## config.mk

```make
export PLATFORM = sky130hd
export DESIGN_NAME = spse_top
export DESIGN_NICKNAME = d
export VERILOG_FILES = /design/src/verilog/spse_pkg.sv /design/src/verilog/spse_top.sv
export VERILOG_INCLUDE_DIRS = /design/src /design/src/verilog
export SDC_FILE = /design/constraint.sdc
export NUM_CORES = 1
export LEC_CHECK = 0
export ABC_AREA = 1
export BUFFER_PORTS_ARGS = -buffer_cell sky130_fd_sc_hd__buf_4
export CAP_MARGIN = 20
export CORE_UTILIZATION = 60
export CTS_CLUSTER_DIAMETER = 80
export DETAILED_ROUTE_END_ITERATION = 12
export PLACE_DENSITY = 0.88
export SETUP_SLACK_MARGIN = 0.1
export SLEW_MARGIN = 30
export SYNTH_ARGS = -nofsm -noshare
export SYNTH_HDL_FRONTEND = slang
export SYNTH_SLANG_ARGS = --single-unit
```

## constraint.sdc

```tcl
create_clock -name clk_sys -period 2.9 [get_ports clk_sys]
set_input_delay 0.58 -clock clk_sys [delete_from_list [all_inputs] [get_ports clk_sys]]
set_output_delay 0.58 -clock clk_sys [all_outputs]
set_load 0.02 [all_outputs]
```

## src/verilog/spse_defines.svh

```systemverilog
`ifndef SPSE_DEFINES_SVH
`define SPSE_DEFINES_SVH

// Register byte offsets
`define SPSE_ADDR_BUFFER 4'h0
`define SPSE_ADDR_CONTROL 4'h4
`define SPSE_ADDR_CONFIG 4'h8

// Control register fields
`define SPSE_CTL_MODE_HI 7
`define SPSE_CTL_MODE_LO 6
`define SPSE_CTL_MP 5
`define SPSE_CTL_REN 4
`define SPSE_CTL_TX9 3
`define SPSE_CTL_RX9 2
`define SPSE_CTL_TF 1
`define SPSE_CTL_RF 0
`define SPSE_CTL_RESET 8'h00

// Config register fields
`define SPSE_CFG_X6 0
`define SPSE_CFG_RATE_DOUBLE 1
`define SPSE_CFG_T2_SEL 2

// Machine cycle positions, index = (state - 1) * 2 + phase - 1
`define SPSE_POS_S1P1 4'h0
`define SPSE_POS_S3P1 4'h4
`define SPSE_POS_S5P2 4'h9
`define SPSE_POS_S6P1 4'hA
`define SPSE_POS_S6P2 4'hB
`define SPSE_POS_LAST 4'hB
`define SPSE_POS_LAST_X6 3'h5

// Shift register patterns
`define SPSE_RX0_LOAD 8'hFE
`define SPSE_RXA_LOAD 9'h1FF
`define SPSE_TX_MARK 8'h01

// Divide-by-16 counter sample points
`define SPSE_C16_S7 4'h7
`define SPSE_C16_S8 4'h8
`define SPSE_C16_S9 4'h9
`define SPSE_C16_TOP 4'hF

// Mode 2 prescale to the 16x rate, value minus one
`define SPSE_PRE12_SLOW 2'h3
`define SPSE_PRE12_FAST 2'h1
`define SPSE_PRE6_SLOW 2'h1
`define SPSE_PRE6_FAST 2'h0

`endif

```

## src/verilog/spse_pkg.sv

```systemverilog
package spse_pkg;

   typedef enum logic [1:0] {
      SPSE_MODE_SHIFT = 2'b00,
      SPSE_MODE_ASYNC8 = 2'b01,
      SPSE_MODE_FIXED9 = 2'b10,
      SPSE_MODE_VAR9 = 2'b11
   } spse_mode_t;

   typedef struct packed {
      logic [3:0] pos;
      logic [1:0] pre;
      logic thalf;
      logic [3:0] c16;
      logic [7:0] ctrl;
      logic [7:0] serial_buffer_rx;
      logic x6;
      logic rate_double;
      logic t2_sel;
      logic tx_pend;
      logic tx_arm;
      logic send;
      logic data_on;
      logic stop_in;
      logic tx_last;
      logic [8:0] tsr;
      logic rx_arm;
      logic rx_load;
      logic rx_act;
      logic rx_first;
      logic rx_last;
      logic [8:0] rsr;
      logic [1:0] vote;
      logic rx_prev;
      logic [1:0] rx_sync;
      logic pin0_out;
      logic pin0_oe;
      logic pin1_out;
      logic ack;
      logic wreq;
      logic [31:0] rdata;
   } spse_state_t;

endpackage : spse_pkg

```

## src/verilog/spse_top.sv

```systemverilog
// Notes on behaviour
// [RULE1] Shift mode: data both ways on pin 0, clock on pin 1, 8 bits LSB first
// [RULE2] Shift mode bit rate is oscillator/12, or oscillator/6 in 6-clock mode
// [RULE3] Shift mode buffer write loads marker one; send rises one machine cycle later
// [RULE4] Shift clock low in states 3-5, high 6,1,2; shift right at S6P2
// [RULE5] Zeros fill; marker beside MSB gives last shift, send off, flag at S1P1
// [RULE6] Shift receive starts on enable and clear flag; load 11111110, then active
// [RULE7] Receive clock toggles S3P1, S6P1; shift left at S6P2 with S5P2 sample
// [RULE8] Zero at left end: last shift, load buffer, active off, flag set S1P1
// [RULE9] 8-bit frame: start zero, 8 data LSB first, stop one into ninth flag
// [RULE10] 8-bit mode rate follows the selected timer 1 or timer 2 overflow
// [RULE11] Async buffer write only posts request; start follows next counter rollover
// [RULE12] Start bit first, data output one bit later, first shift one after that
// [RULE13] 8-bit transmit ends at tenth rollover: last shift, send off, flag set
// [RULE14] 9-bit: ninth bit loaded, first shift inserts one, ends eleventh rollover
// [RULE15] Async receive starts on falling edge at 16x; counter reset, load 1FF
// [RULE16] Each bit sampled at counter states 7, 8, 9; majority taken
// [RULE17] Start bit not zero: receiver resets and searches again
// [RULE18] 8-bit end: store only if flag clear and multiprocessor off or stop one
// [RULE19] After every async frame the receiver searches for a falling edge again
// [RULE20] 9-bit frame: start, 8 data LSB first, ninth bit, stop; ninth stored
// [RULE21] Mode 2 rate oscillator/64 or /32, or /32 or /16 in 6-clock mode
// [RULE22] Modes 2 and 3 receive exactly as 8-bit mode with 9-bit register
// [RULE23] 9-bit store only if flag clear and multiprocessor off or ninth bit one
// [RULE24] Software clears both flags; hardware only sets them
// [RULE25] Mode field 00 shift, 01 8-bit, 10 9-bit fixed, 11 9-bit variable
// [RULE26] Machine cycle is six states of two phases from the oscillator
`include "spse_defines.svh"
`timescale 1ns/1ps
`default_nettype none

module spse_top (
   // Clock and reset
   input wire logic clk_sys,
   input wire logic reset_n,
   // Avalon-MM slave
   input wire logic [3:0] avs_address,
   input wire logic avs_read,
   input wire logic avs_write,
   input wire logic [31:0] avs_writedata,
   output logic [31:0] avs_readdata,
   output logic avs_waitrequest,
   // Serial pins
   input wire logic port3_bit0_pin_in,
   output logic port3_bit0_pin_out,
   output logic port3_bit0_pin_oe,
   output logic port3_bit1_pin,
   // Timer overflow pulses
   input wire logic timer1_overflow,
   input wire logic timer2_overflow
);
   import spse_pkg::*;

   function automatic logic at_pos(input logic [3:0] p, input logic [3:0] k, input logic x6);
      at_pos = x6 ? (p[3:1] == k[3:1]) : (p == k);
   endfunction : at_pos

   function automatic logic maj3(input logic [2:0] v);
      maj3 = (v[0] & v[1]) | (v[0] & v[2]) | (v[1] & v[2]);
   endfunction : maj3

   function automatic logic [7:0] rev8(input logic [7:0] v);
      for (int i = 0; i < 8; i++) begin
         rev8[i] = v[7 - i];
      end
   endfunction : rev8

   spse_state_t s;
   spse_state_t next_s;

   spse_mode_t mode;
   logic req;
   logic bus_wr;
   logic buf_wr;
   logic ctl_wr;
   logic cfg_wr;
   logic ev_s1p1;
   logic ev_s5p2;
   logic ev_s6p2;
   logic ovf;
   logic [1:0] pre_top;
   logic tick16;
   logic roll;
   logic rx_pin;
   logic rx_edge;
   logic rx_bit;
   logic rx_sample;
   logic tx_final;
   logic rx_final;

   assign mode = spse_mode_t'(s.ctrl[`SPSE_CTL_MODE_HI:`SPSE_CTL_MODE_LO]); // [RULE25]
   assign req = avs_read | avs_write;
   assign bus_wr = avs_write & s.ack;
   assign buf_wr = bus_wr & (avs_address == `SPSE_ADDR_BUFFER);
   assign ctl_wr = bus_wr & (avs_address == `SPSE_ADDR_CONTROL);
   assign cfg_wr = bus_wr & (avs_address == `SPSE_ADDR_CONFIG);
   // State and phase events
   assign ev_s1p1 = at_pos(s.pos, `SPSE_POS_S1P1, s.x6); // [RULE26]
   assign ev_s5p2 = at_pos(s.pos, `SPSE_POS_S5P2, s.x6);
   assign ev_s6p2 = at_pos(s.pos, `SPSE_POS_S6P2, s.x6);
   // 16x rate
   assign ovf = s.t2_sel ? timer2_overflow : timer1_overflow; // [RULE10]
   assign pre_top = s.x6 ? (s.rate_double ? `SPSE_PRE6_FAST : `SPSE_PRE6_SLOW)
                         : (s.rate_double ? `SPSE_PRE12_FAST : `SPSE_PRE12_SLOW); // [RULE21]
   always_comb begin
      unique case (mode)
         SPSE_MODE_SHIFT: tick16 = 1'b0;
         SPSE_MODE_FIXED9: tick16 = (s.pre == pre_top);
         SPSE_MODE_ASYNC8, SPSE_MODE_VAR9: tick16 = ovf & (s.rate_double | s.thalf);
      endcase
   end
   assign roll = tick16 & (s.c16 == `SPSE_C16_TOP);
   assign rx_pin = s.rx_sync[1];
   assign rx_edge = tick16 & s.ctrl[`SPSE_CTL_REN] & ~s.rx_act & s.rx_prev & ~rx_pin;
   assign rx_sample = tick16 & s.rx_act & (s.c16 == `SPSE_C16_S9);
   assign rx_bit = maj3({s.vote, rx_pin});
   assign tx_final = roll & s.send & s.data_on & (s.tsr[8:1] == 8'(`SPSE_TX_MARK))
                     & ((mode == SPSE_MODE_ASYNC8) | s.stop_in);
   assign rx_final = rx_sample & ~s.rx_first & ~s.rsr[8];

   always_comb begin
      next_s = s;
      next_s.rx_sync = {s.rx_sync[0], port3_bit0_pin_in};
      // Machine cycle position
      if (s.x6) begin
         next_s.pos = (s.pos[3:1] == `SPSE_POS_LAST_X6) ? 4'h0 : {3'(s.pos[3:1] + 3'h1), 1'b0}; // [RULE2]
      end else begin
         next_s.pos = (s.pos == `SPSE_POS_LAST) ? 4'h0 : 4'(s.pos + 4'h1); // [RULE2]
      end
      next_s.pre = (mode != SPSE_MODE_FIXED9 || s.pre == pre_top) ? 2'h0 : 2'(s.pre + 2'h1);
      if (ovf) begin
         next_s.thalf = ~s.thalf;
      end
      if (tick16) begin
         next_s.c16 = 4'(s.c16 + 4'h1);
         next_s.rx_prev = rx_pin;
      end
      // Bus slave, one wait cycle
      next_s.ack = req & ~s.ack;
      next_s.wreq = ~(req & ~s.ack);
      if (req && !s.ack) begin
         unique case (avs_address)
            `SPSE_ADDR_BUFFER: next_s.rdata = {24'h000000, s.serial_buffer_rx};
            `SPSE_ADDR_CONTROL: next_s.rdata = {24'h000000, s.ctrl};
            `SPSE_ADDR_CONFIG: next_s.rdata = {29'h00000000, s.t2_sel, s.rate_double, s.x6};
            default: next_s.rdata = 32'h00000000;
         endcase
      end
      if (ctl_wr) begin
         next_s.ctrl = avs_writedata[7:0]; // [RULE24]
      end
      if (cfg_wr) begin
         next_s.x6 = avs_writedata[`SPSE_CFG_X6];
         next_s.rate_double = avs_writedata[`SPSE_CFG_RATE_DOUBLE];
         next_s.t2_sel = avs_writedata[`SPSE_CFG_T2_SEL];
      end
      if (buf_wr) begin
         next_s.tx_pend = 1'b1; // [RULE11]
         if (mode == SPSE_MODE_SHIFT || mode == SPSE_MODE_ASYNC8) begin
            next_s.tsr = {1'b1, avs_writedata[7:0]}; // [RULE3]
         end else begin
            next_s.tsr = {s.ctrl[`SPSE_CTL_TX9], avs_writedata[7:0]}; // [RULE14]
         end
      end
      if (mode == SPSE_MODE_SHIFT) begin
         // Shift register transmit
         if (ev_s6p2) begin
            if (s.tx_pend && !s.tx_arm && !s.send) begin
               next_s.tx_arm = 1'b1; // [RULE3]
               next_s.tx_pend = buf_wr;
            end else if (s.tx_arm) begin
               next_s.tx_arm = 1'b0;
               next_s.send = 1'b1; // [RULE3]
            end else if (s.send && !s.tx_last) begin
               next_s.tsr = {1'b0, s.tsr[8:1]}; // [RULE4] [RULE5]
               next_s.tx_last = (s.tsr[8:1] == 8'(`SPSE_TX_MARK)); // [RULE5]
            end
         end
         if (ev_s1p1 && s.tx_last) begin
            next_s.tx_last = 1'b0;
            next_s.send = 1'b0; // [RULE5]
            next_s.ctrl[`SPSE_CTL_TF] = 1'b1; // [RULE5]
         end
         // Shift register receive
         if (ev_s5p2) begin
            next_s.vote[0] = rx_pin; // [RULE7]
         end
         if (ev_s6p2) begin
            if (s.ctrl[`SPSE_CTL_REN] && !s.ctrl[`SPSE_CTL_RF] && !s.rx_arm && !s.rx_act && !s.rx_load) begin
               next_s.rx_arm = 1'b1; // [RULE6]
            end else if (s.rx_arm) begin
               next_s.rx_arm = 1'b0;
               next_s.rsr = {1'b1, `SPSE_RX0_LOAD}; // [RULE6]
               next_s.rx_load = 1'b1;
            end else if (s.rx_act && !s.rx_last) begin
               next_s.rsr[7:0] = {s.rsr[6:0], s.vote[0]}; // [RULE7]
               if (!s.rsr[7]) begin
                  next_s.serial_buffer_rx = rev8({s.rsr[6:0], s.vote[0]}); // [RULE8] [RULE1]
                  next_s.rx_last = 1'b1;
               end
            end
         end
         if (s.rx_load) begin
            next_s.rx_load = 1'b0;
            next_s.rx_act = 1'b1; // [RULE6]
         end
         if (ev_s1p1 && s.rx_last) begin
            next_s.rx_last = 1'b0;
            next_s.rx_act = 1'b0; // [RULE8]
            next_s.ctrl[`SPSE_CTL_RF] = 1'b1; // [RULE8]
         end
      end else begin
         // Asynchronous transmit
         if (roll) begin
            if (s.tx_pend && !s.send) begin
               next_s.tx_pend = buf_wr;
               next_s.send = 1'b1; // [RULE11] [RULE12]
               next_s.data_on = 1'b0;
               next_s.stop_in = 1'b0;
            end else if (s.send && !s.data_on) begin
               next_s.data_on = 1'b1; // [RULE12]
            end else if (s.send) begin
               next_s.tsr = {(mode != SPSE_MODE_ASYNC8) & ~s.stop_in, s.tsr[8:1]}; // [RULE14]
               next_s.stop_in = 1'b1;
               if (tx_final) begin
                  next_s.send = 1'b0; // [RULE13] [RULE14]
                  next_s.ctrl[`SPSE_CTL_TF] = 1'b1; // [RULE13] [RULE14]
               end
            end
         end
         // Asynchronous receive, identical for modes 1 to 3
         if (rx_edge) begin
            next_s.c16 = 4'h0; // [RULE15]
            next_s.rsr = `SPSE_RXA_LOAD; // [RULE15]
            next_s.rx_act = 1'b1;
            next_s.rx_first = 1'b1;
         end
         if (tick16 && s.rx_act && (s.c16 == `SPSE_C16_S7 || s.c16 == `SPSE_C16_S8)) begin
            next_s.vote = {s.vote[0], rx_pin}; // [RULE16]
         end
         if (rx_sample) begin
            if (s.rx_first && rx_bit) begin
               next_s.rx_act = 1'b0; // [RULE17]
            end else if (rx_final) begin
               next_s.rx_act = 1'b0; // [RULE19]
               if (!s.ctrl[`SPSE_CTL_RF] && (!s.ctrl[`SPSE_CTL_MP] || rx_bit)) begin
                  next_s.serial_buffer_rx = rev8(s.rsr[7:0]); // [RULE18] [RULE23] [RULE9] [RULE20]
                  next_s.ctrl[`SPSE_CTL_RX9] = rx_bit; // [RULE9] [RULE20]
                  next_s.ctrl[`SPSE_CTL_RF] = 1'b1; // [RULE18] [RULE23]
               end
            end else begin
               next_s.rsr = {s.rsr[7:0], rx_bit}; // [RULE16] [RULE22]
               next_s.rx_first = 1'b0;
            end
         end
      end
      // Pin drive
      if (mode == SPSE_MODE_SHIFT) begin
         next_s.pin0_oe = s.send; // [RULE1]
         next_s.pin0_out = s.send ? s.tsr[0] : 1'b1; // [RULE1]
         next_s.pin1_out = ~((s.send | s.rx_act) && s.pos >= `SPSE_POS_S3P1 && s.pos < `SPSE_POS_S6P1); // [RULE4] [RULE7]
      end else begin
         next_s.pin0_oe = 1'b0;
         next_s.pin0_out = 1'b1;
         next_s.pin1_out = s.send ? (s.data_on & s.tsr[0]) : 1'b1; // [RULE12]
      end
   end

   always_ff @(posedge clk_sys) begin
      if (!reset_n) begin
         s <= '0;
         s.ctrl <= `SPSE_CTL_RESET;
         s.pin0_out <= 1'b1;
         s.pin1_out <= 1'b1;
         s.rx_prev <= 1'b1;
         s.rx_sync <= 2'b11;
         s.wreq <= 1'b1;
      end else begin
         s <= next_s;
      end
   end

   assign avs_readdata = s.rdata;
   assign avs_waitrequest = s.wreq;
   assign port3_bit0_pin_out = s.pin0_out;
   assign port3_bit0_pin_oe = s.pin0_oe;
   assign port3_bit1_pin = s.pin1_out;

   // Checks
   bus_wait_one_a: assert property (@(posedge clk_sys) disable iff (!reset_n)
      (req && s.wreq) |=> !avs_waitrequest)
      else $error("waitrequest not released after one cycle");

   shift_clock_low_a: assert property (@(posedge clk_sys) disable iff (!reset_n) // [RULE4]
      (mode == SPSE_MODE_SHIFT && s.send && $past(s.send) && $past(mode) == SPSE_MODE_SHIFT
       && $past(s.pos) >= 4'h4 && $past(s.pos) <= 4'h9) |-> !port3_bit1_pin)
      else $error("shift clock high during states 3 to 5");

   shift_zero_fill_a: assert property (@(posedge clk_sys) disable iff (!reset_n) // [RULE5]
      (mode == SPSE_MODE_SHIFT && s.send && ev_s6p2 && !s.tx_last && !s.tx_arm && !buf_wr) |=> !s.tsr[8])
      else $error("no zero filled from the left");

   rx0_load_a: assert property (@(posedge clk_sys) disable iff (!reset_n) // [RULE6]
      (mode == SPSE_MODE_SHIFT && ev_s6p2 && s.rx_arm) |=> (s.rsr[7:0] == 8'hFE) ##1 s.rx_act)
      else $error("receive register not loaded before receive active");

   async_start_a: assert property (@(posedge clk_sys) disable iff (!reset_n) // [RULE15]
      (mode != SPSE_MODE_SHIFT && rx_edge) |=> (s.c16 == 4'h0 && s.rsr == 9'h1FF && s.rx_act))
      else $error("falling edge did not restart counter and register");

   false_start_a: assert property (@(posedge clk_sys) disable iff (!reset_n) // [RULE17]
      (mode != SPSE_MODE_SHIFT && rx_sample && s.rx_first && rx_bit) |=> !s.rx_act)
      else $error("false start not rejected");

   drop_frame_a: assert property (@(posedge clk_sys) disable iff (!reset_n) // [RULE18]
      (mode != SPSE_MODE_SHIFT && rx_final && s.ctrl[0]) |=> $stable(s.serial_buffer_rx))
      else $error("frame stored while receive flag set");

   tx_end_a: assert property (@(posedge clk_sys) disable iff (!reset_n) // [RULE13]
      (mode != SPSE_MODE_SHIFT && tx_final) |=> (!s.send && s.ctrl[1]) ##1 port3_bit1_pin)
      else $error("transmit end not flagged");

   start_bit_a: assert property (@(posedge clk_sys) disable iff (!reset_n) // [RULE12]
      (mode != SPSE_MODE_SHIFT && s.send && !s.data_on) ##1 (s.send && !s.data_on) |-> !port3_bit1_pin)
      else $error("start bit not driven low");

   set_wins_a: assert property (@(posedge clk_sys) disable iff (!reset_n) // [RULE24]
      (ctl_wr && !avs_writedata[0] && rx_final && !s.ctrl[0] && !s.ctrl[5]) |=> s.ctrl[0])
      else $error("receive flag lost to software clear");

   send_after_arm_a: assert property (@(posedge clk_sys) disable iff (!reset_n) // [RULE3]
      (mode == SPSE_MODE_SHIFT && ev_s6p2 && s.tx_arm) |=> s.send)
      else $error("send not raised one machine cycle after write");

   shift_right_a: assert property (@(posedge clk_sys) disable iff (!reset_n) // [RULE4]
      (mode == SPSE_MODE_SHIFT && s.send && ev_s6p2 && !s.tx_last && !s.tx_arm && !buf_wr)
      |=> (s.tsr[7:0] == $past(s.tsr[8:1])))
      else $error("transmit register not shifted right");

   rx0_end_a: assert property (@(posedge clk_sys) disable iff (!reset_n) // [RULE8]
      (mode == SPSE_MODE_SHIFT && ev_s1p1 && s.rx_last) |=> (s.ctrl[0] && !s.rx_act))
      else $error("shift receive end not flagged");

   post_only_a: assert property (@(posedge clk_sys) disable iff (!reset_n) // [RULE11]
      (mode != SPSE_MODE_SHIFT && !roll && !ctl_wr) |=> $stable(s.send))
      else $error("transmit started off a counter rollover");

   stop_insert_a: assert property (@(posedge clk_sys) disable iff (!reset_n) // [RULE14]
      ((mode == SPSE_MODE_FIXED9 || mode == SPSE_MODE_VAR9) && roll && s.send && s.data_on && !s.stop_in)
      |=> s.tsr[8])
      else $error("first shift did not insert a one");

   vote_shift_a: assert property (@(posedge clk_sys) disable iff (!reset_n) // [RULE16]
      (mode != SPSE_MODE_SHIFT && rx_sample && !(s.rx_first && rx_bit) && !rx_final)
      |=> (s.rsr[0] == $past(rx_bit)))
      else $error("majority value not shifted in");

   resume_search_a: assert property (@(posedge clk_sys) disable iff (!reset_n) // [RULE19]
      (mode != SPSE_MODE_SHIFT && rx_final) |=> !s.rx_act)
      else $error("receiver did not resume edge search");

   ninth_store_a: assert property (@(posedge clk_sys) disable iff (!reset_n) // [RULE23]
      ((mode == SPSE_MODE_FIXED9 || mode == SPSE_MODE_VAR9) && rx_final && !s.ctrl[0]
       && (!s.ctrl[5] || rx_bit)) |=> (s.ctrl[0] && s.ctrl[2] == $past(rx_bit)))
      else $error("ninth bit not stored");

   tx0_done_c: cover property (@(posedge clk_sys) disable iff (!reset_n)
      mode == SPSE_MODE_SHIFT && ev_s1p1 && s.tx_last);
   rx0_done_c: cover property (@(posedge clk_sys) disable iff (!reset_n)
      mode == SPSE_MODE_SHIFT && ev_s1p1 && s.rx_last);
   rx_accept_c: cover property (@(posedge clk_sys) disable iff (!reset_n)
      rx_final && !s.ctrl[0]);
   rx_false_c: cover property (@(posedge clk_sys) disable iff (!reset_n)
      rx_sample && s.rx_first && rx_bit);

endmodule : spse_top

`default_nettype wire

```

==> flow_metrics.py <==
metrics = {
    "outcome": {
        "status": "complete, no violations",
    },
    "floorplanning": {
        "die_x_um": 85.9,
        "start_util_pct": 62.2,
        "io_pins": 79,
        "rows": 30,
        "die_h_um": 85.9,
        "die_area_um2": 7380,
        "coreArea_um2": 6790,
    },
    "timing": {
        "slew_viol_final": 0,
        "finClkSkew_ps": 13.1,
        "layout_worst_path_cycle_share_pct": 76.9,
        "finalSetupViolCount": 0,
        "hold_ws_ps": 414,
        "fmax_ghz": 0.448,
        "worstMarginPinSlew_ps": 758,
        "rsz0062_at_grt": "false",
        "hold_violations": 0,
        "post-route-min-period_ps": 2230,
        "fin_setup_tns_ps": 0,
        "slew_headroom_pct": 49.0,
    },
    "global_routing": {
        "antenna_found_initial": 0,
        "use_met3_pct": 5.58,
        "met1_usage_pct": 32.8,
        "grt_pass1_wl_mm": 15.8,
        "use_met2_pct": 45.5,
        "grt_max_degree": 38,
        "grt_pass1_vias": 3578,
        "gr-max-usage-layer": "met2",
        "grt_usage_pct": 26.8,
        "overflow": 0,
    },
    "yosys": {
        "ys_seq_area_share_pct": 36.5,
        "synth_warnings": 0,
        "synth_area_leaders": "dfxtp_1 36%, nand2_1 11%, a21oi_1 7.6%, buf_4 5.9%, o21ai_0 5.0%",
        "yosysTopAreaCellShare_pct": 36.5,
        "async_flop_share_pct": 0,
        "synth_seq_cells": 77,
        "syn_area_um2": 4220,
        "yosysUniqueCellTypes": 48,
        "synth_flop_cell": "dfxtp_1",
        "synth_edf_count": 0,
        "netlist_instances": 580,
        "avgSynthCellArea_um2": 7.28,
        "yosysTopAreaCell": "dfxtp_1",
    },
    "worst_hold_path": {
        "hold_class": "input pin to register",
        "min_to": "next_s[38]",
        "min-delay-start": "port3_bit0_pin_in",
        "min_path_cells": 2,
    },
    "setup_path": {
        "endpoint_kind": "register",
        "r2r_cells": 9,
        "regToRegSetupSlack_ps": 670,
        "critPathMaxFanout": 14,
        "reg2reg_to": "s[49]",
        "critPathKind": "register to register",
        "reg2reg_from": "s[73]",
        "cp_data_arrival_time_ps": 2480,
        "required_ps": 3150,
        "setup.worst_path.start": "s[73]",
        "worstSetupStartpointType": "register",
    },
    "routing": {
        "vias_per_cell": 5.49,
        "drt-total-wl_mm": 9.51,
        "vias": 3847,
        "wl_per_cell_um": 13.6,
        "drc": 0,
        "ant_nets": 0,
        "first_iter_violations": 346,
        "first_pass_iters": 6,
    },
    "layout": {
        "syn2layout_area_growth_pct": 7.23,
        "layout-drive-gt1-share_pct": 16.4,
        "n_antenna_cell": 0,
        "fill_cells": 561,
        "regArea_um2": 1540,
        "multi_input_area_um2": 2200,
        "final_nets": 649,
    },
    "placement": {
        "gp_congestion": 0.845,
        "hpwlAfterDp_mm": 6.94,
        "buffer_ports.inserted": 30,
    },
    "power": {
        "power.density_nw_per_um2": 431,
        "total_power_uw": 1950,
        "vdd_drop_max_v": 0.000360,
        "p_leak_uw": 0.00190,
    },
    "clocking": {
        "htree_num_levels": 3,
        "path_clk_slew_ps": 80,
        "cts_tree": "yes",
        "clock_sinks": 77,
        "clockBufferDepth": 2,
        "root_buffer": "clkbuf_8",
        "cts_buffers": 9,
        "cts_hold_buffers": 0,
        "post_cts_resized": 0,
        "postCtsSetupBuffers": 0,
        "worstSkewPairLatency_ps": 360,
    },
    "job": {
        "cap_violations": 0,
    },
}
-- flip-flops by register name, summed over array words and instances, names as in the netlist --
register / count
mode: 2
avs_readdata: 8
port3_bit0_pin_oe: 1
port3_bit0_pin_out: 1
port3_bit1_pin: 1
next_s: 1
s: 61
rx_pin: 1
avs_waitrequest: 1
-- area by class of cell --
cell class                      instances  share of cell area, %
Sequential cell                        77                   34.0
Multi-Input combinational cell        411                   48.5
Timing Repair Buffer                   33                   5.47
Clock inverter                          6                  0.884
Inverter                               68                   5.64
Tap cell                               96                   2.65
Clock buffer                           10                   2.82
-- placed cells by master (no fill, tap or decap), types with 3 or more instances in the layout --
master and n:
nand3_1 25, clkinv_1 3, inv_2 11, nand2_1 123, nand2_4 5, clkinvlp_4 4, or2_2 3, a21oi_1 64
nor2_1 39, a211oi_1 3, dfxtp_1 77, a21oi_2 3, nor3_1 7, ha_1 6, nand4_1 7, inv_1 54
o21ai_1 11, conb_1 24, a31oi_1 3, o22ai_2 7, o211ai_1 5, o21ai_0 42, clkbuf_8 9, buf_4 33
nand3_2 4
-- synth_stat cells, types with 3 or more instances --
master,instances
a21oi_2,3
a211oi_1,3
a21oi_1,64
inv_2,11
nor2_1,39
a31oi_1,3
clkbuf_1,11
nand2_4,5
inv_1,54
o22ai_2,7
nand3_1,25
o211ai_1,5
or2_2,3
nand2_1,123
nand3_2,4
buf_4,33
clkinv_1,3
ha_1,6
nand4_1,7
nor3_1,7
o21ai_0,42
o21ai_1,11
dfxtp_1,77
-- report_power, final --
| part | total [uW] | leakage [uW] | switching [uW] | internal (uW) |
|---|---|---|---|---|
| combinational | 149 | 0.00120 | 104 | 45.3 |
| clock | 720 | 0.0000743 | 412 | 307 |
| sequential | 1080 | 0.000623 | 13.6 | 1070 |
-- worst max-delay path: stages (launching register included) --
cell,delay [ps]
dfxtp_1,540
inv_2,180
nand3_2,140
nand4_4,150
a21oi_1,250
nand4_2,380
nand2_1,250
nand2_1,70
a21oi_1,120
nor2_1,50
-- kinds of logic after synthesis --
| logic type | share of synthesized area [%] |
|---|---|
| and+or+nand+nor | 26.7 |
| DFF | 36.5 |
| adders and majority gates | 1.78 |
| xor gates and xnor gates | 0.415 |
| AOI/OAI and AO/OA | 21.0 |
| buffers and inverters | 13.5 |
| other | 0.0888 |
-- per-layer routing --
layer	up-vias	wire (um)
met5	-	0
met4	0	281
met3	32	576
met2	165	4650
met1	1744	4000
li1	1906	-
-- metrics by stage --
stage | cell area [um^2] | std cells | util [%] | setup WS (ps)
after floorplan | 4310 | 603 | - | 1100
after global placement | 4360 | 685 | 64.2 | 625
after detailed placement | 4360 | 685 | 64.2 | 592
after CTS | 4530 | 701 | 66.7 | 751
after global routing | 4530 | 701 | 66.7 | 589
final | 4530 | 701 | 66.7 | 669
-- worst max-delay path by stage --
stage               cells past startpoint     to
finish                                  9  s[49]
detailed placement                     10  s[49]
global placement                       10  s[49]
CTS                                     9  s[49]
global route                            9  s[49]
floorplan                              11  s[81]
(Power assumes the default switching activity.)
